[config.mk]
export PLATFORM = sky130hd
export DESIGN_NAME = branch_decode_and_stretch_timing
export DESIGN_NICKNAME = d
export VERILOG_FILES = /design/src/verilog/branch_decode_pkg.sv /design/src/verilog/branch_opcode_decoder.sv /design/src/verilog/branch_decode_and_stretch_timing.sv
export VERILOG_INCLUDE_DIRS = /design/src /design/src/verilog
export SDC_FILE = /design/constraint.sdc
export NUM_CORES = 1
export LEC_CHECK = 0
export ABC_CLOCK_PERIOD_IN_PS = 5720
export BUFFER_PORTS_ARGS = -buffer_cell sky130_fd_sc_hd__clkbuf_2
export CORE_UTILIZATION = 41
export CTS_CLUSTER_DIAMETER = 150
export CTS_CLUSTER_SIZE = 24
export DETAILED_ROUTE_END_ITERATION = 7
export GPL_TIMING_DRIVEN = 0
export MAX_ROUTING_LAYER = met4
export PLACE_DENSITY = 0.67
export SLEW_MARGIN = 20
export SYNTH_ARGS = -nofsm -noshare
export SYNTH_HDL_FRONTEND = slang
export SYNTH_SLANG_ARGS = --single-unit
[constraint.sdc]
create_clock -name I_CLK_SYS -period 5.72 [get_ports I_CLK_SYS]
set_clock_uncertainty 0.2 [all_clocks]
set_input_delay 1.716 -clock I_CLK_SYS [delete_from_list [all_inputs] [get_ports I_CLK_SYS]]
set_output_delay 1.716 -clock I_CLK_SYS [all_outputs]
set_load 0.02 [all_outputs]
[src/verilog/branch_decode_consts.svh]
// Constants of the branch decode and stretch timing block
// Assumes inclusion by bare name from every file that needs offsets or counts
`ifndef BRANCH_DECODE_CONSTS_SVH
`define BRANCH_DECODE_CONSTS_SVH

// ==========
// Special function space
`define SFR_CLOCK_CONTROL_ADDR  8'h8e
`define STRETCH_LSB             0
`define STRETCH_MSB             2
`define TIMER_FAST_BIT          3
`define STRETCH_RESET           3'h1
`define CLOCK_CONTROL_RESET     8'h01

// ==========
// CPU control register
`define CLKSEL_LSB              3
`define CLKSEL_MSB              4
`define CLKSEL_12MHZ            2'h0
`define CLKSEL_24MHZ            2'h1
`define CLKSEL_48MHZ            2'h2
`define CPU_CONTROL_RESET       8'h00

// ==========
// Timing
`define CLK_PER_ICYCLE          6'h04
`define TIMER_DIV_SLOW          4'hc
`define TIMER_DIV_FAST          4'h4
`define EXT_MOVE_BASE_CYCLES    4'h2
`define STROBE_WIDTH_ZERO       6'h02
`define STROBE_START_CLK        6'h04

// ==========
// Instruction lengths
`define BYTES_1                 2'h1
`define BYTES_2                 2'h2
`define BYTES_3                 2'h3
`define CYCLES_1                4'h1
`define CYCLES_2                4'h2
`define CYCLES_3                4'h3
`define CYCLES_4                4'h4

`endif

[src/verilog/branch_decode_pkg.sv]
// Types shared by the decoder and the sequencer
// Assumes nothing beyond a SystemVerilog compiler
package branch_decode_pkg;

  // ==========
  // Instruction classes
  typedef enum logic [4:0] {
    CLS_OTHER            = 5'h00,
    CLS_BIT_TO_CARRY     = 5'h01,
    CLS_CARRY_TO_BIT     = 5'h02,
    CLS_ABSOLUTE_CALL    = 5'h03,
    CLS_LONG_CALL        = 5'h04,
    CLS_SUB_RETURN       = 5'h05,
    CLS_INT_RETURN       = 5'h06,
    CLS_ABSOLUTE_JUMP    = 5'h07,
    CLS_LONG_JUMP        = 5'h08,
    CLS_SHORT_JUMP       = 5'h09,
    CLS_JUMP_CARRY_SET   = 5'h0a,
    CLS_JUMP_CARRY_CLEAR = 5'h0b,
    CLS_JUMP_BIT_SET     = 5'h0c,
    CLS_JUMP_BIT_CLEAR   = 5'h0d,
    CLS_JUMP_BIT_SET_CLR = 5'h0e,
    CLS_INDIRECT_JUMP    = 5'h0f,
    CLS_JUMP_ACC_ZERO    = 5'h10,
    CLS_JUMP_ACC_NONZERO = 5'h11,
    CLS_COMPARE_JUMP     = 5'h12,
    CLS_DEC_JUMP_NONZERO = 5'h13,
    CLS_NO_OPERATION     = 5'h14,
    CLS_EXT_DATA_MOVE    = 5'h15
  } op_class_t;

  // ==========
  // Sequencer states
  typedef enum logic [1:0] {
    ST_IDLE = 2'b00,
    ST_EXEC = 2'b01
  } seq_state_t;

endpackage

[src/verilog/branch_opcode_decoder.sv]
// Opcode decoder: class, byte length, cycle count and carry update
// Assumes a stable opcode on its input; purely combinational
`timescale 1ns/10ps
`include "branch_decode_consts.svh"

module branch_opcode_decoder
(
  input  wire logic [7:0]                  i_opcode,
  output branch_decode_pkg::op_class_t     o_class,
  output logic      [1:0]                  o_bytes,
  output logic      [3:0]                  o_cycles,
  output logic                             o_carry_upd,
  output logic                             o_known,
  output logic                             o_ext_move,
  output logic                             o_ext_write
);

  // ==========
  // Decode table
  always_comb
  begin
    o_class     = branch_decode_pkg::CLS_OTHER;
    o_bytes     = `BYTES_1;
    o_cycles    = `CYCLES_1;
    o_carry_upd = 1'b0;
    o_known     = 1'b1;
    casez (i_opcode)
      8'ha2: begin o_class = branch_decode_pkg::CLS_BIT_TO_CARRY; o_bytes = `BYTES_2; o_cycles = `CYCLES_2;
        o_carry_upd = 1'b1; end
      8'h92: begin o_class = branch_decode_pkg::CLS_CARRY_TO_BIT; o_bytes = `BYTES_2; o_cycles = `CYCLES_2; end
      8'h12: begin o_class = branch_decode_pkg::CLS_LONG_CALL; o_bytes = `BYTES_3; o_cycles = `CYCLES_4; end
      8'h22: begin o_class = branch_decode_pkg::CLS_SUB_RETURN; o_bytes = `BYTES_1; o_cycles = `CYCLES_4; end
      8'h32: begin o_class = branch_decode_pkg::CLS_INT_RETURN; o_bytes = `BYTES_1; o_cycles = `CYCLES_4; end
      8'h02: begin o_class = branch_decode_pkg::CLS_LONG_JUMP; o_bytes = `BYTES_3; o_cycles = `CYCLES_4; end
      8'h80: begin o_class = branch_decode_pkg::CLS_SHORT_JUMP; o_bytes = `BYTES_2; o_cycles = `CYCLES_3; end
      8'h40: begin o_class = branch_decode_pkg::CLS_JUMP_CARRY_SET; o_bytes = `BYTES_2; o_cycles = `CYCLES_3; end
      8'h50: begin o_class = branch_decode_pkg::CLS_JUMP_CARRY_CLEAR; o_bytes = `BYTES_2; o_cycles = `CYCLES_3; end
      8'h60: begin o_class = branch_decode_pkg::CLS_JUMP_ACC_ZERO; o_bytes = `BYTES_2; o_cycles = `CYCLES_3; end
      8'h70: begin o_class = branch_decode_pkg::CLS_JUMP_ACC_NONZERO; o_bytes = `BYTES_2; o_cycles = `CYCLES_3; end
      8'h20: begin o_class = branch_decode_pkg::CLS_JUMP_BIT_SET; o_bytes = `BYTES_3; o_cycles = `CYCLES_4; end
      8'h30: begin o_class = branch_decode_pkg::CLS_JUMP_BIT_CLEAR; o_bytes = `BYTES_3; o_cycles = `CYCLES_4; end
      8'h10: begin o_class = branch_decode_pkg::CLS_JUMP_BIT_SET_CLR; o_bytes = `BYTES_3; o_cycles = `CYCLES_4; end
      8'h73: begin o_class = branch_decode_pkg::CLS_INDIRECT_JUMP; o_bytes = `BYTES_1; o_cycles = `CYCLES_3; end
      8'hb4,
      8'hb5,
      8'b1011_011?,
      8'b1011_1???: begin o_class = branch_decode_pkg::CLS_COMPARE_JUMP; o_bytes = `BYTES_3; o_cycles = `CYCLES_4;
        o_carry_upd = 1'b1; end
      8'b1101_1???: begin o_class = branch_decode_pkg::CLS_DEC_JUMP_NONZERO; o_bytes = `BYTES_2; o_cycles = `CYCLES_3; end
      8'hd5: begin o_class = branch_decode_pkg::CLS_DEC_JUMP_NONZERO; o_bytes = `BYTES_3; o_cycles = `CYCLES_4; end
      8'h00,
      8'ha5: o_class = branch_decode_pkg::CLS_NO_OPERATION;
      8'b111?_0000,
      8'b111?_001?: begin o_class = branch_decode_pkg::CLS_EXT_DATA_MOVE; o_bytes = `BYTES_1;
        o_cycles = `EXT_MOVE_BASE_CYCLES; end
      8'b???1_0001: begin o_class = branch_decode_pkg::CLS_ABSOLUTE_CALL; o_bytes = `BYTES_2; o_cycles = `CYCLES_3; end
      8'b???0_0001: begin o_class = branch_decode_pkg::CLS_ABSOLUTE_JUMP; o_bytes = `BYTES_2; o_cycles = `CYCLES_3; end
      default: o_known = 1'b0;
    endcase
  end

  assign o_ext_move  = (o_class == branch_decode_pkg::CLS_EXT_DATA_MOVE);
  assign o_ext_write = o_ext_move & i_opcode[4];

endmodule // branch_opcode_decoder

[src/verilog/branch_decode_and_stretch_timing.sv]
// Branch decode, instruction cycle sequencing, timer prescale and stretched external data strobes
// Assumes opcodes, special function writes and external read data synchronous to I_CLK_SYS
//
// Operation
// - Decode bit/carry moves, two bytes, two cycles
// - Decode absolute call and jump, 2B/3C
// - Long call 3B/4C, returns 1B/4C
// - Long jump 3B/4C, short jump 2B/3C
// - Carry and accumulator jumps, two bytes, three cycles
// - Bit test jumps, three bytes, four cycles
// - Indirect jump one byte, three cycles
// - Compare jumps 3B/4C, update carry
// - Decrement jumps: register 2B/3C, direct 3B/4C
// - Opcodes 00 and A5 are no-operation
// - Instruction cycle is four clocks long
// - Timer tick every 12 clocks, or 4
// - External move two cycles minimum; fetches unstretched
// - Stretch 0-7 from clock control low bits
// - Stretch resets to one
// - Stretch changes apply to later moves
// - Strobe width 2 clocks, else 4 per unit
// - Clock select bits 4:3, reset 00
`timescale 1ns/10ps
`include "branch_decode_consts.svh"

module branch_decode_and_stretch_timing
(
  input  wire logic                         I_CLK_SYS,
  input  wire logic                         I_SYS_RST,
  // Instruction issue
  input  wire logic                         I_OP_VALID,
  input  wire logic [7:0]                   I_OPCODE,
  output logic                              O_OP_READY,
  output branch_decode_pkg::op_class_t      O_CLASS,
  output logic      [1:0]                   O_BYTES,
  output logic      [3:0]                   O_CYCLES,
  output logic                              O_CARRY_UPD,
  output logic                              O_KNOWN,
  output logic                              O_BUSY,
  output logic                              O_ICYCLE_END,
  output logic                              O_DONE,
  // Special function space port
  input  wire logic                         I_SFR_WR,
  input  wire logic                         I_SFR_RD,
  input  wire logic [7:0]                   I_SFR_ADDR,
  input  wire logic [7:0]                   I_SFR_WDATA,
  output logic      [7:0]                   O_SFR_RDATA,
  // CPU control register port
  input  wire logic                         I_CPUCTL_WR,
  input  wire logic [7:0]                   I_CPUCTL_WDATA,
  output logic      [7:0]                   O_CPUCTL_RDATA,
  output logic      [1:0]                   O_CPU_CLK_SEL,
  // Timer prescale
  output logic                              O_TIMER_TICK,
  // External data memory
  input  wire logic [15:0]                  I_XD_ADDR,
  input  wire logic [7:0]                   I_XD_WDATA,
  input  wire logic [7:0]                   I_XD_RDATA,
  output logic      [15:0]                  O_XD_ADDR,
  output logic      [7:0]                   O_XD_WDATA,
  output logic      [7:0]                   O_XD_RDATA,
  output logic                              O_XD_RDATA_VALID,
  output logic                              O_XD_RD_N,
  output logic                              O_XD_WR_N
);

  // ==========
  // Functions
  function automatic logic [5:0] strobe_width(input logic [2:0] stretch);
    logic [5:0] w;
    w = {1'b0, stretch, 2'b00};
    if (stretch == 3'h0)
      w = `STROBE_WIDTH_ZERO;
    return w;
  endfunction

  function automatic logic [5:0] cycles_to_clocks(input logic [3:0] cyc);
    logic [5:0] c;
    c = 6'({cyc, 2'b00});
    return c;
  endfunction

  // ==========
  // Declarations
  branch_decode_pkg::op_class_t dec_class;
  logic      [1:0]              dec_bytes;
  logic      [3:0]              dec_cycles;
  logic                         dec_carry_upd;
  logic                         dec_known;
  logic                         dec_ext_move;
  logic                         dec_ext_write;

  branch_decode_pkg::seq_state_t state_ff;
  branch_decode_pkg::seq_state_t nxt_state;

  logic [7:0] clock_control_stretch_ff;
  logic [7:0] nxt_clock_control_stretch;
  logic [7:0] cpu_control_clock_select_ff;
  logic [7:0] nxt_cpu_control_clock_select;

  logic [5:0] clk_cnt_ff;
  logic [5:0] nxt_clk_cnt;
  logic [5:0] total_clks_ff;
  logic [5:0] nxt_total_clks;
  logic [5:0] strobe_end_ff;
  logic [5:0] nxt_strobe_end;
  logic       ext_move_ff;
  logic       ext_write_ff;

  branch_decode_pkg::op_class_t class_ff;
  logic      [1:0]              bytes_ff;
  logic      [3:0]              cycles_ff;
  logic                         carry_upd_ff;
  logic                         known_ff;
  logic                         done_ff;
  logic      [15:0]             xd_addr_ff;
  logic      [7:0]              xd_wdata_ff;
  logic      [7:0]              xd_rdata_ff;
  logic                         xd_rdata_valid_ff;
  logic      [7:0]              sfr_rdata_ff;

  logic [3:0] tmr_cnt_ff;
  logic [3:0] nxt_tmr_cnt;
  logic       tick_ff;

  logic [2:0] stretch_field;
  logic       timer_fast;
  logic [3:0] issue_cycles;
  logic       issue;
  logic       last_clk;
  logic       icycle_end;
  logic       strobe_active;
  logic       strobe_last;
  logic       sfr_ctl_hit;
  logic [1:0] clksel_wr;
  logic       clksel_legal;
  logic [3:0] tmr_div;
  logic       tmr_wrap;

  // ==========
  // Decoder
  branch_opcode_decoder u_decoder
  (
    .i_opcode    (I_OPCODE),
    .o_class     (dec_class),
    .o_bytes     (dec_bytes),
    .o_cycles    (dec_cycles),
    .o_carry_upd (dec_carry_upd),
    .o_known     (dec_known),
    .o_ext_move  (dec_ext_move),
    .o_ext_write (dec_ext_write)
  );

  // ==========
  // Register decode
  assign stretch_field = clock_control_stretch_ff[`STRETCH_MSB:`STRETCH_LSB];
  assign timer_fast    = clock_control_stretch_ff[`TIMER_FAST_BIT];
  assign sfr_ctl_hit   = (I_SFR_ADDR == `SFR_CLOCK_CONTROL_ADDR);
  assign clksel_wr     = I_CPUCTL_WDATA[`CLKSEL_MSB:`CLKSEL_LSB];
  assign clksel_legal  = (clksel_wr == `CLKSEL_12MHZ) | (clksel_wr == `CLKSEL_24MHZ) |
                         (clksel_wr == `CLKSEL_48MHZ);

  assign nxt_clock_control_stretch = (I_SFR_WR & sfr_ctl_hit) ? I_SFR_WDATA
                                                               : clock_control_stretch_ff;

  assign nxt_cpu_control_clock_select = (I_CPUCTL_WR & clksel_legal) ? I_CPUCTL_WDATA
                                                                      : cpu_control_clock_select_ff;

  always_ff @(posedge I_CLK_SYS or posedge I_SYS_RST)
  begin
    if (I_SYS_RST)
    begin
      clock_control_stretch_ff    <= `CLOCK_CONTROL_RESET;
      cpu_control_clock_select_ff <= `CPU_CONTROL_RESET;
    end
    else
    begin
      clock_control_stretch_ff    <= nxt_clock_control_stretch;
      cpu_control_clock_select_ff <= nxt_cpu_control_clock_select;
    end
  end

  always_ff @(posedge I_CLK_SYS or posedge I_SYS_RST)
  begin
    if (I_SYS_RST)
      sfr_rdata_ff <= 8'h00;
    else if (I_SFR_RD)
      sfr_rdata_ff <= sfr_ctl_hit ? clock_control_stretch_ff : 8'h00;
  end

  assign O_SFR_RDATA    = sfr_rdata_ff;
  assign O_CPUCTL_RDATA = cpu_control_clock_select_ff;
  assign O_CPU_CLK_SEL  = cpu_control_clock_select_ff[`CLKSEL_MSB:`CLKSEL_LSB];

  // ==========
  // Timer prescale
  assign tmr_div     = timer_fast ? `TIMER_DIV_FAST : `TIMER_DIV_SLOW;
  assign tmr_wrap    = (tmr_cnt_ff >= (tmr_div - 4'h1));
  assign nxt_tmr_cnt = tmr_wrap ? 4'h0 : (tmr_cnt_ff + 4'h1);

  always_ff @(posedge I_CLK_SYS or posedge I_SYS_RST)
  begin
    if (I_SYS_RST)
    begin
      tmr_cnt_ff <= 4'h0;
      tick_ff    <= 1'b0;
    end
    else
    begin
      tmr_cnt_ff <= nxt_tmr_cnt;
      tick_ff    <= tmr_wrap;
    end
  end

  assign O_TIMER_TICK = tick_ff;

  // ==========
  // Sequencer control
  assign issue        = (state_ff == branch_decode_pkg::ST_IDLE) & I_OP_VALID;
  assign issue_cycles = dec_ext_move ? (dec_cycles + {1'b0, stretch_field}) : dec_cycles;
  assign last_clk     = (clk_cnt_ff == (total_clks_ff - 6'h01));
  assign icycle_end   = (state_ff == branch_decode_pkg::ST_EXEC) &
                        (clk_cnt_ff[1:0] == 2'(`CLK_PER_ICYCLE - 6'h01));

  assign nxt_total_clks = issue ? cycles_to_clocks(issue_cycles) : total_clks_ff;
  assign nxt_strobe_end = issue ? (`STROBE_START_CLK + strobe_width(stretch_field)) : strobe_end_ff;

  always_comb
  begin
    nxt_state   = state_ff;
    nxt_clk_cnt = clk_cnt_ff;
    unique case (state_ff)
      branch_decode_pkg::ST_IDLE:
      begin
        nxt_clk_cnt = 6'h00;
        if (I_OP_VALID)
          nxt_state = branch_decode_pkg::ST_EXEC;
      end
      branch_decode_pkg::ST_EXEC:
      begin
        nxt_clk_cnt = clk_cnt_ff + 6'h01;
        if (last_clk)
        begin
          nxt_state   = branch_decode_pkg::ST_IDLE;
          nxt_clk_cnt = 6'h00;
        end
      end
      default:
      begin
        nxt_state   = branch_decode_pkg::ST_IDLE;
        nxt_clk_cnt = 6'h00;
      end
    endcase
  end

  always_ff @(posedge I_CLK_SYS or posedge I_SYS_RST)
  begin
    if (I_SYS_RST)
    begin
      state_ff      <= branch_decode_pkg::ST_IDLE;
      clk_cnt_ff    <= 6'h00;
      total_clks_ff <= 6'h00;
      strobe_end_ff <= 6'h00;
      done_ff       <= 1'b0;
    end
    else
    begin
      state_ff      <= nxt_state;
      clk_cnt_ff    <= nxt_clk_cnt;
      total_clks_ff <= nxt_total_clks;
      strobe_end_ff <= nxt_strobe_end;
      done_ff       <= (state_ff == branch_decode_pkg::ST_EXEC) & last_clk;
    end
  end

  // ==========
  // Decode result capture
  always_ff @(posedge I_CLK_SYS or posedge I_SYS_RST)
  begin
    if (I_SYS_RST)
    begin
      class_ff     <= branch_decode_pkg::CLS_OTHER;
      bytes_ff     <= 2'h0;
      cycles_ff    <= 4'h0;
      carry_upd_ff <= 1'b0;
      known_ff     <= 1'b0;
      ext_move_ff  <= 1'b0;
      ext_write_ff <= 1'b0;
    end
    else if (issue)
    begin
      class_ff     <= dec_class;
      bytes_ff     <= dec_bytes;
      cycles_ff    <= issue_cycles;
      carry_upd_ff <= dec_carry_upd;
      known_ff     <= dec_known;
      ext_move_ff  <= dec_ext_move;
      ext_write_ff <= dec_ext_write;
    end
  end

  assign O_OP_READY   = (state_ff == branch_decode_pkg::ST_IDLE);
  assign O_BUSY       = (state_ff == branch_decode_pkg::ST_EXEC);
  assign O_ICYCLE_END = icycle_end;
  assign O_DONE       = done_ff;
  assign O_CLASS      = class_ff;
  assign O_BYTES      = bytes_ff;
  assign O_CYCLES     = cycles_ff;
  assign O_CARRY_UPD  = carry_upd_ff;
  assign O_KNOWN      = known_ff;

  // ==========
  // External data strobe
  assign strobe_active = (state_ff == branch_decode_pkg::ST_EXEC) & ext_move_ff &
                         (clk_cnt_ff >= `STROBE_START_CLK) & (clk_cnt_ff < strobe_end_ff);
  assign strobe_last   = strobe_active & (clk_cnt_ff == (strobe_end_ff - 6'h01));

  always_ff @(posedge I_CLK_SYS or posedge I_SYS_RST)
  begin
    if (I_SYS_RST)
    begin
      xd_addr_ff  <= 16'h0000;
      xd_wdata_ff <= 8'h00;
    end
    else if (issue & dec_ext_move)
    begin
      xd_addr_ff  <= I_XD_ADDR;
      xd_wdata_ff <= I_XD_WDATA;
    end
  end

  always_ff @(posedge I_CLK_SYS or posedge I_SYS_RST)
  begin
    if (I_SYS_RST)
    begin
      xd_rdata_ff       <= 8'h00;
      xd_rdata_valid_ff <= 1'b0;
    end
    else
    begin
      xd_rdata_valid_ff <= strobe_last & ~ext_write_ff;
      if (strobe_last & ~ext_write_ff)
        xd_rdata_ff <= I_XD_RDATA;
    end
  end

  assign O_XD_ADDR        = xd_addr_ff;
  assign O_XD_WDATA       = xd_wdata_ff;
  assign O_XD_RDATA       = xd_rdata_ff;
  assign O_XD_RDATA_VALID = xd_rdata_valid_ff;
  assign O_XD_RD_N        = ~(strobe_active & ~ext_write_ff);
  assign O_XD_WR_N        = ~(strobe_active & ext_write_ff);

endmodule // branch_decode_and_stretch_timing

==> flow_metrics.env, run 1 <==
export IMPL_status="completed"
export IMPL_post_cts_buffers=0
export IMPL_grt_max_degree=48
export IMPL_cp_end_kind="flop"
export IMPL_finalSetupViolCount=0
export IMPL_reg2reg_depth=6
export IMPL_p_switching_uw=720
export IMPL_ys_async_sr_fraction_pct=100
export IMPL_place_hpwl_um=8110
export IMPL_first_iter_violations=227
export IMPL_synthTopCellsByCount="98 x nand2_1, 89 x dfrtp_1, 27 x inv_1, 27 x nor2_1, 24 x o21ai_0"
export IMPL_ys_types=56
export IMPL_synth_top_area_share_pct=50.4
export IMPL_period_share_pct=73.4
export IMPL_rows=37
export IMPL_drive_gt1_share_pct=30.9
export IMPL_drtPass1Iterations=4
export IMPL_worst_path_stages=12
export IMPL_clkTransAtPathRegs_ps=100
export IMPL_clockBufferDepth=2
export IMPL_cp_arrival_ps=4230
export IMPL_insertion_delay_ps=360
export IMPL_combPwrFrac_pct=33.8
export IMPL_die_w_um=106
export IMPL_vdd_ir_drop_max_mv=0.173
export IMPL_synth_nets=540
export IMPL_tritoncts="built"
export IMPL_synth_area_leaders="dfrtp_1 50%, nand2_1 8.3%, mux2_2 5.6%"
export IMPL_ys_warn_count=0
export IMPL_ant_nets=0
export IMPL_slew_violations=0
export IMPL_synth_area_um2=4420
export IMPL_post_route_drc_count=0
export IMPL_critPathCapture="O_CYCLES[2]"
export IMPL_cp_slowest_stage_delay_ps=470
export IMPL_critPathBufInv=3
export IMPL_swShare_pct=36.8
export IMPL_synth_most_common_cell="nand2_1"
export IMPL_htree_levels=3
export IMPL_synth_edf_count=0
export IMPL_synth_seq_cells=90
export IMPL_grt_pass1_wl_um=17400
export IMPL_r2r_end="O_XD_RDATA[7]"
export IMPL_nets=690
export IMPL_vias=3732
export IMPL_internal_power_uw=1240
export IMPL_portBuffers=138
export IMPL_seq_area_frac_synth_pct=51.0
export IMPL_worstSetupPathType="input pin to flop"
export IMPL_grt_util_all_layers_pct=20.2
export IMPL_cts_buffers=9
export IMPL_postCtsHoldBufs=0
export IMPL_cp_max_fo=10
export IMPL_max_freq_mhz=238
export IMPL_vias_per_cell=5.01
export IMPL_rsz0062_at_grt="no"
export IMPL_grt_pass1_vias=3755
export IMPL_gr_total_overflow=0
export IMPL_p_total_uw=1950
export IMPL_coreArea_um2=10400
export IMPL_totalWireLength_um=10500
export IMPL_netlist_instances=454
export IMPL_final_cell_area_um2=5510
export IMPL_place_gp_congestion=0.915
export IMPL_r2r_start="clk_cnt_ff[5]"
export IMPL_finalHoldViolCount=0
export IMPL_hold_class="flop to flop"
export IMPL_yosysTopAreaCell="dfrtp_1"
export IMPL_crit_path_cell_trace="clkbuf_2, buf_2, nor2b_1, a32oi_1, o211ai_1, nor3_1, ha_1, inv_1, fa_1, xnor2_1, a21oi_1, o21ai_0"
export IMPL_maxCapViolations=0
export IMPL_cts_root_buf="clkbuf_8"
export IMPL_placed_area_um2=5310
export IMPL_maxSlewHeadroom_pct=45.7
export IMPL_cp_required_ps=5750
export IMPL_synth_flop_cell="dfrtp_1"
export IMPL_p_per_area_nw_per_um2=355
export IMPL_startpoint="I_OPCODE[6]"
export IMPL_r2r_setup_slack_ps=2990
export IMPL_dieArea_um2=11200
export IMPL_slowest_stage="a32oi_1"
export IMPL_clock_power_share_pct=22.9
export IMPL_crit_family="compound AO/OA/AOI/OAI gates"
export IMPL_antennaDiodeCount=0
export IMPL_max_slew_worst_pin_slew_ps=808
export IMPL_ios=141
export IMPL_tns_ps=0
export IMPL_cts_repair_resized=0
export IMPL_cts_sinks=90
export IMPL_syn_mean_instance_area_um2=9.74
export IMPL_die_y_um=106
export IMPL_synthToLayoutAreaGrowth_pct=24.6
export IMPL_p_leak_uw=0.00282
export IMPL_routedWlPerCell_um=14.1
export IMPL_start_util_pct=42.6
export IMPL_seq_power_share_pct=43.3
export IMPL_antenna_found_initial=0
export IMPL_crit_path_start_kind="input pin"
export IMPL_finalCriticalPeriod_ps=4200
## flip-flops by register name (all words and copies together), names as in the netlist
register                  cells
strobe_end_ff                 5
O_XD_RDATA_VALID              1
O_XD_ADDR                    16
ext_write_ff                  1
O_CLASS                       5
O_CARRY_UPD                   1
state_ff                      1
clk_cnt_ff                    6
clock_control_stretch_ff      8
O_SFR_RDATA                   8
O_CPUCTL_RDATA                8
O_XD_WDATA                    8
ext_move_ff                   1
O_KNOWN                       1
O_TIMER_TICK                  1
O_BYTES                       2
O_DONE                        1
O_XD_RDATA                    8
O_CYCLES                      4
tmr_cnt_ff                    4
## cell type report
type	instances	area [µm²]
Timing Repair Buffer	139	711
Multi-Input combinational cell	313	1960
Tap cell	136	170
Clock inverter	7	82.6
Fill cell	989	4860
Sequential cell	90	2250
Inverter	28	108
Buffer	23	108
Clock buffer	9	124
## per-stage QoR
stage	instances	setup WS, ps	hold slack, ps	util [%]
floorplan	454	1470	233	-
global placement	728	509	248	50.9
detailed placement	729	1200	256	51.2
CTS	745	1580	276	53.1
global route	745	1410	288	53.1
finish	745	1520	275	53.1
## kinds of logic (layout without fill, tap and decap cells)
family                     count (synthesis)  count (layout)  synth area share, %
xor gates and xnor gates                  20              20                 3.96
muxes                                     22              22                 5.60
adders and majority gates                 16              16                 4.70
AOI/OAI and AO/OA                         65              65                 9.48
DFF                                       90              90                 51.0
buffers and inverters                     51             206                 4.81
and+or+nand+nor                          190             190                 20.5
## layout by cell type, fill, tap and decap left out, types with 3 or more instances in the layout
cell / n
xor2_1: 7
nor4bb_1: 4
o211ai_1: 5
inv_1: 26
nor2_1: 27
xnor2_1: 13
ha_1: 15
clkbuf_1: 17
o21a_1: 4
o21ai_0: 24
nor2b_1: 6
nand2b_1: 3
nand3_1: 17
nor3_1: 8
mux2_2: 22
or4_1: 4
buf_4: 3
nand4b_1: 3
clkbuf_8: 9
a31oi_1: 3
a21oi_1: 8
nand2_1: 98
clkbuf_2: 138
dfrtp_1: 89
o311ai_0: 3
inv_6: 3
a211oi_1: 3
## power by group through the flow
stage	Clock (µW)	Combinational [µW]	Sequential, µW
2_1_floorplan	0	380	931
6_report	448	661	846
3_3_place_gp	0	644	854
4_1_cts	464	668	847
3_5_place_dp	0	667	859
5_1_grt	491	745	862
## worst register-to-register path, cell delays in order, from the launching register on
cell and delay (ps):
dfrtp_1 490, ha_1 350, nand2_1 80, nand4b_1 110, or4_1 610, nor3_4 410
mux2_2 380
## per-layer routing
metal	share of wire, %	wire length (µm)	global-route usage [%]
met1	44	4620	24.3
met3	4.5	474	4.58
met5	0	0	-
met4	1.5	157	6.25
met2	50	5260	33.8
## how the worst min path moves through the flow
stage / start / end / slack (ps) / cells past startpoint
CTS: tmr_cnt_ff[0] / tmr_cnt_ff[0] / 280 / 1
finish: tmr_cnt_ff[0] / tmr_cnt_ff[0] / 270 / 1
floorplan: tmr_cnt_ff[0] / tmr_cnt_ff[0] / 230 / 1
detailed placement: O_XD_ADDR[13] / O_XD_ADDR[13] / 260 / 2
global placement: tmr_cnt_ff[0] / tmr_cnt_ff[0] / 250 / 1
global route: tmr_cnt_ff[0] / tmr_cnt_ff[0] / 290 / 1
Note: power is estimated with default switching activity, not from simulation.
==> run 2: changes to the inputs <==
Settings changed: ABC_CLOCK_PERIOD_IN_PS 5720 to 3550, PLACE_DENSITY 0.67 to 0.69.
Clock period 5.72 ns to 3.55 ns, I/O delays scaled along.
==> flow_metrics.env, run 2 (synthesis results as in run 1) <==
export IMPL_drive_gt1_share_pct=31.4
export IMPL_clkTransAtPathRegs_ps=90
export IMPL_slew_violations=0
export IMPL_most_common_layout_cells="138 x clkbuf_2, 98 x nand2_1, 89 x dfrtp_1"
export IMPL_drtPass1Iterations=4
export IMPL_crit_path_cell_trace="ha_1, nand2_1, nand4b_1, or4_1, clkbuf_2"
export IMPL_cts_root_buf="clkbuf_8"
export IMPL_ant_nets=0
export IMPL_dieArea_um2=11200
export IMPL_dp_cells=731
export IMPL_max_slew_worst_pin_slew_ps=835
export IMPL_slowest_stage="or4_1"
export IMPL_tritoncts="built"
export IMPL_p_leak_uw=0.00285
export IMPL_synthToLayoutAreaGrowth_pct=26.1
export IMPL_max_freq_mhz=292
export IMPL_maxSlewHeadroom_pct=43.8
export IMPL_placed_area_um2=5350
export IMPL_grt_max_degree=30
export IMPL_place_gp_congestion=0.857
export IMPL_cp_max_fo=5
export IMPL_period_share_pct=96.6
export IMPL_insertion_delay_ps=360
export IMPL_htree_levels=3
export IMPL_finalHoldViolCount=0
export IMPL_postCtsHoldBufs=0
export IMPL_totalWireLength_um=10700
export IMPL_routedWlPerCell_um=14.3
export IMPL_portBuffers=138
export IMPL_vias_per_cell=5.05
export IMPL_rsz0062_at_grt="no"
export IMPL_post_route_drc_count=0
export IMPL_cts_sinks=90
export IMPL_cp_slowest_stage_delay_ps=600
export IMPL_die_y_um=106
export IMPL_status="completed"
export IMPL_coreArea_um2=10400
export IMPL_vdd_ir_drop_max_mv=0.348
export IMPL_worst_hold_slack_ps=269
export IMPL_clockBufferDepth=2
export IMPL_instances_no_fill=748
export IMPL_die_w_um=106
export IMPL_crit_path_start_kind="flop"
export IMPL_maxCapViolations=0
export IMPL_ios=141
export IMPL_cp_required_ps=2280
export IMPL_rows=37
export IMPL_place_hpwl_um=8440
export IMPL_cp_end_kind="primary output"
export IMPL_final_cell_area_um2=5580
export IMPL_hold_class="flop to flop"
export IMPL_vias=3780
export IMPL_antenna_found_initial=0
export IMPL_final_core_util_pct=53.8
export IMPL_grt_util_all_layers_pct=20.2
export IMPL_finalCriticalPeriod_ps=3430
export IMPL_antennaDiodeCount=0
export IMPL_final_common_cell="clkbuf_2"
export IMPL_largest_reg_flops=16
export IMPL_start_util_pct=42.6
export IMPL_cp_arrival_ps=2160
export IMPL_finalSetupViolCount=0
export IMPL_gr_total_overflow=0
export IMPL_grt_pass1_vias=3678
export IMPL_cts_buffers=9
export IMPL_worstSetupPathType="flop to primary output"
export IMPL_first_iter_violations=174
export IMPL_nets=693
export IMPL_grt_pass1_wl_um=17400
export IMPL_p_per_area_nw_per_um2=564
[run 2: cell type report]
class,count,area (µm²)
flip-flops and latches,90,2250
clock inverters,6,78.8
plain buffers,23,108
multi-input cells,313,1970
inverters,28,109
well taps,136,170
repair buffers,142,766
fillers,990,4790
clock buffers,10,128
[run 2: stage by stage]
step                setup WS (ps)  power, µW  setup TNS (ps)
floorplan                     157       2110               0
finish                        120       3150               0
CTS                          29.7       3180               0
global route                 9.37       3360               0
detailed placement           -354       2460            -610
global placement             -244       2420            -411
[run 2: worst paths after layout]
check	cells past startpoint	start	endpoint	slack, ps
max	5	clk_cnt_ff[5]	O_XD_RD_N	120
min	2	O_XD_ADDR[2]	O_XD_ADDR[2]	270
max reg2reg	6	clk_cnt_ff[5]	O_XD_RDATA[3]	840
min reg2reg	2	O_XD_ADDR[2]	O_XD_ADDR[2]	270
max in group asynchronous	3	I_SYS_RST	clock_control_stretch_ff[0]	2090
min in group asynchronous	2	I_SYS_RST	O_XD_WDATA[3]	490
[run 2: timing repair]
item,4_1_cts,5_1_grt
resized for setup,0,3
setup buffers,0,1
setup endpoints to repair,0,2
[run 2: critical path: cells and delay by family, from the launching register on]
family	cells	cell delay, ps
flops	1	480
buf+inv	1	200
fa+ha+maj	1	350
simple gates	3	770
[run 2: where the power goes]
| part | internal (µW) | switching, µW |
|---|---|---|
| Clock | 334 | 374 |
| Combinational | 440 | 633 |
| Sequential | 1220 | 145 |
[run 2: per-layer routing]
layer / GRT usage (%) / part of all wire, %
met3: 3.53 / 4.3
met2: 33.1 / 50
met1: 25.5 / 44
met4: 6.35 / 1.6
met5: - / 0
==> run 3: changes to the inputs <==
Settings changed: CELL_PAD_IN_SITES_DETAIL_PLACEMENT set to 1, CELL_PAD_IN_SITES_GLOBAL_PLACEMENT set to 2, CORE_UTILIZATION 41 to 27, PLACE_DENSITY 0.69 to 0.75.
==> flow_metrics.env, run 3 (synthesis results as in run 1) <==
export IMPL_cp_slowest_stage_delay_ps=600
export IMPL_dieArea_um2=16900
export IMPL_clock_power_share_pct=28.9
export IMPL_ios=141
export IMPL_hold_class="flop to flop"
export IMPL_max_freq_mhz=293
export IMPL_p_leak_uw=0.00290
export IMPL_crit_family="simple AND/OR/NAND/NOR gates"
export IMPL_place_gp_congestion=0.831
export IMPL_clockBufferDepth=2
export IMPL_finalHoldViolCount=0
export IMPL_post_route_drc_count=0
export IMPL_final_common_cell="clkbuf_2"
export IMPL_die_w_um=130
export IMPL_start_util_pct=27.7
export IMPL_internal_power_uw=2240
export IMPL_combPwrFrac_pct=31.5
export IMPL_worstSetupPathType="flop to primary output"
export IMPL_reg2reg_depth=6
export IMPL_nets=693
export IMPL_insertion_delay_ps=340
export IMPL_dp_cells=811
export IMPL_tritoncts="built"
export IMPL_p_total_uw=3460
export IMPL_place_ws_ps=-389
export IMPL_final_core_util_pct=36.2
export IMPL_grt_pass1_wl_um=20600
export IMPL_cp_end_kind="primary output"
export IMPL_die_y_um=130
export IMPL_drtPass1Iterations=4
export IMPL_grt_max_degree=32
export IMPL_crit_path_start_kind="flop"
export IMPL_fin_ws_ps=139
export IMPL_swShare_pct=35.3
export IMPL_postCtsHoldBufs=0
export IMPL_p_switching_uw=1220
export IMPL_portBuffers=138
export IMPL_crit_path_cell_trace="ha_1, nand2_1, nand4b_1, or4_1, clkbuf_2"
export IMPL_finalSetupViolCount=0
export IMPL_routedWlPerCell_um=14.7
export IMPL_ant_nets=0
export IMPL_seq_power_share_pct=39.5
export IMPL_clkTransAtPathRegs_ps=70
export IMPL_gr_total_overflow=0
export IMPL_largest_reg_flops=16
export IMPL_vias=3767
export IMPL_totalWireLength_um=12200
export IMPL_cp_arrival_ps=2150
export IMPL_max_slew_worst_pin_slew_ps=865
export IMPL_rsz0062_at_grt="no"
export IMPL_maxCapViolations=0
export IMPL_antennaDiodeCount=0
export IMPL_worst_path_stages=5
export IMPL_vias_per_cell=4.55
export IMPL_status="completed"
export IMPL_maxSlewHeadroom_pct=41.8
export IMPL_cp_max_fo=5
export IMPL_hold_depth=1
export IMPL_rows=46
export IMPL_synthToLayoutAreaGrowth_pct=30.5
export IMPL_cts_sinks=90
export IMPL_grt_util_all_layers_pct=16.2
export IMPL_antenna_found_initial=0
export IMPL_cts_buffers=9
export IMPL_p_per_area_nw_per_um2=599
export IMPL_instances_no_fill=828
export IMPL_critPathBufInv=1
export IMPL_finalCriticalPeriod_ps=3410
export IMPL_slowest_stage="or4_1"
export IMPL_period_share_pct=96.1
export IMPL_grt_pass1_vias=4033
export IMPL_htree_levels=3
export IMPL_slew_violations=0
export IMPL_worst_hold_slack_ps=265
export IMPL_vdd_ir_drop_max_mv=0.255
export IMPL_drive_gt1_share_pct=31.4
export IMPL_coreArea_um2=15900
export IMPL_cts_root_buf="clkbuf_16"
export IMPL_cp_required_ps=2280
export IMPL_most_common_layout_cells="138 x clkbuf_2, 98 x nand2_1, 89 x dfrtp_1"
export IMPL_place_hpwl_um=9530
export IMPL_first_iter_violations=101
[run 3: cell types whose count changed in the layout (fill, tap and decap cells not counted), sizes merged]
cell	delta
clkinv	-2
clkinvlp	-1
inv	+3
[run 3: final timing paths]
path                                from            end  slack [ps]
hold / removal             tmr_cnt_ff[0]  tmr_cnt_ff[0]         260
min in group asynchronous      I_SYS_RST  tmr_cnt_ff[1]         430
max in group asynchronous      I_SYS_RST  O_XD_RDATA[7]        2100
setup reg to reg           clk_cnt_ff[5]  O_XD_RDATA[4]         820
hold reg to reg            tmr_cnt_ff[0]  tmr_cnt_ff[0]         260
setup / recovery           clk_cnt_ff[5]      O_XD_RD_N         140
[run 3: what timing repair did]
action,4_1_cts,5_1_grt
pin swaps,0,1
gates resized for setup,1,1
setup endpoints to repair,1,3
buffers inserted,0,1
[run 3: metal layers]
metal	vias up	part of all wire (%)	GRT usage (%)
met4	0	0.90	4.92
met2	87	49	26.4
met1	1816	45	20.2
met5	-	0	-
met3	9	4.8	3.08
li1	1855	-	-
[run 3: final cells by class]
class                   count  area (µm²)
multi-input cells         313        1960
clock inverters             6        71.3
clock buffers              10         239
inverters                  28         109
repair buffers            142         758
flip-flops and latches     90        2250
well taps                 216         270
fillers                  1906       10200
plain buffers              23         108
[run 3: per-stage QoR]
stage               TNS [ps]  cell area (µm²)
global placement        -688             5390
global route               0             5770
floorplan                  0             4430
finish                     0             5770
detailed placement      -867             5450
CTS                        0             5760
[run 3: power by group through the flow]
stage | clock [µW] | combinational (µW) | sequential (µW)
after floorplan | 0 | 612 | 1500
after global placement | 0 | 1070 | 1380
after detailed placement | 0 | 1100 | 1390
after CTS | 1040 | 1110 | 1370
after global routing | 1080 | 1230 | 1400
final | 1000 | 1090 | 1370
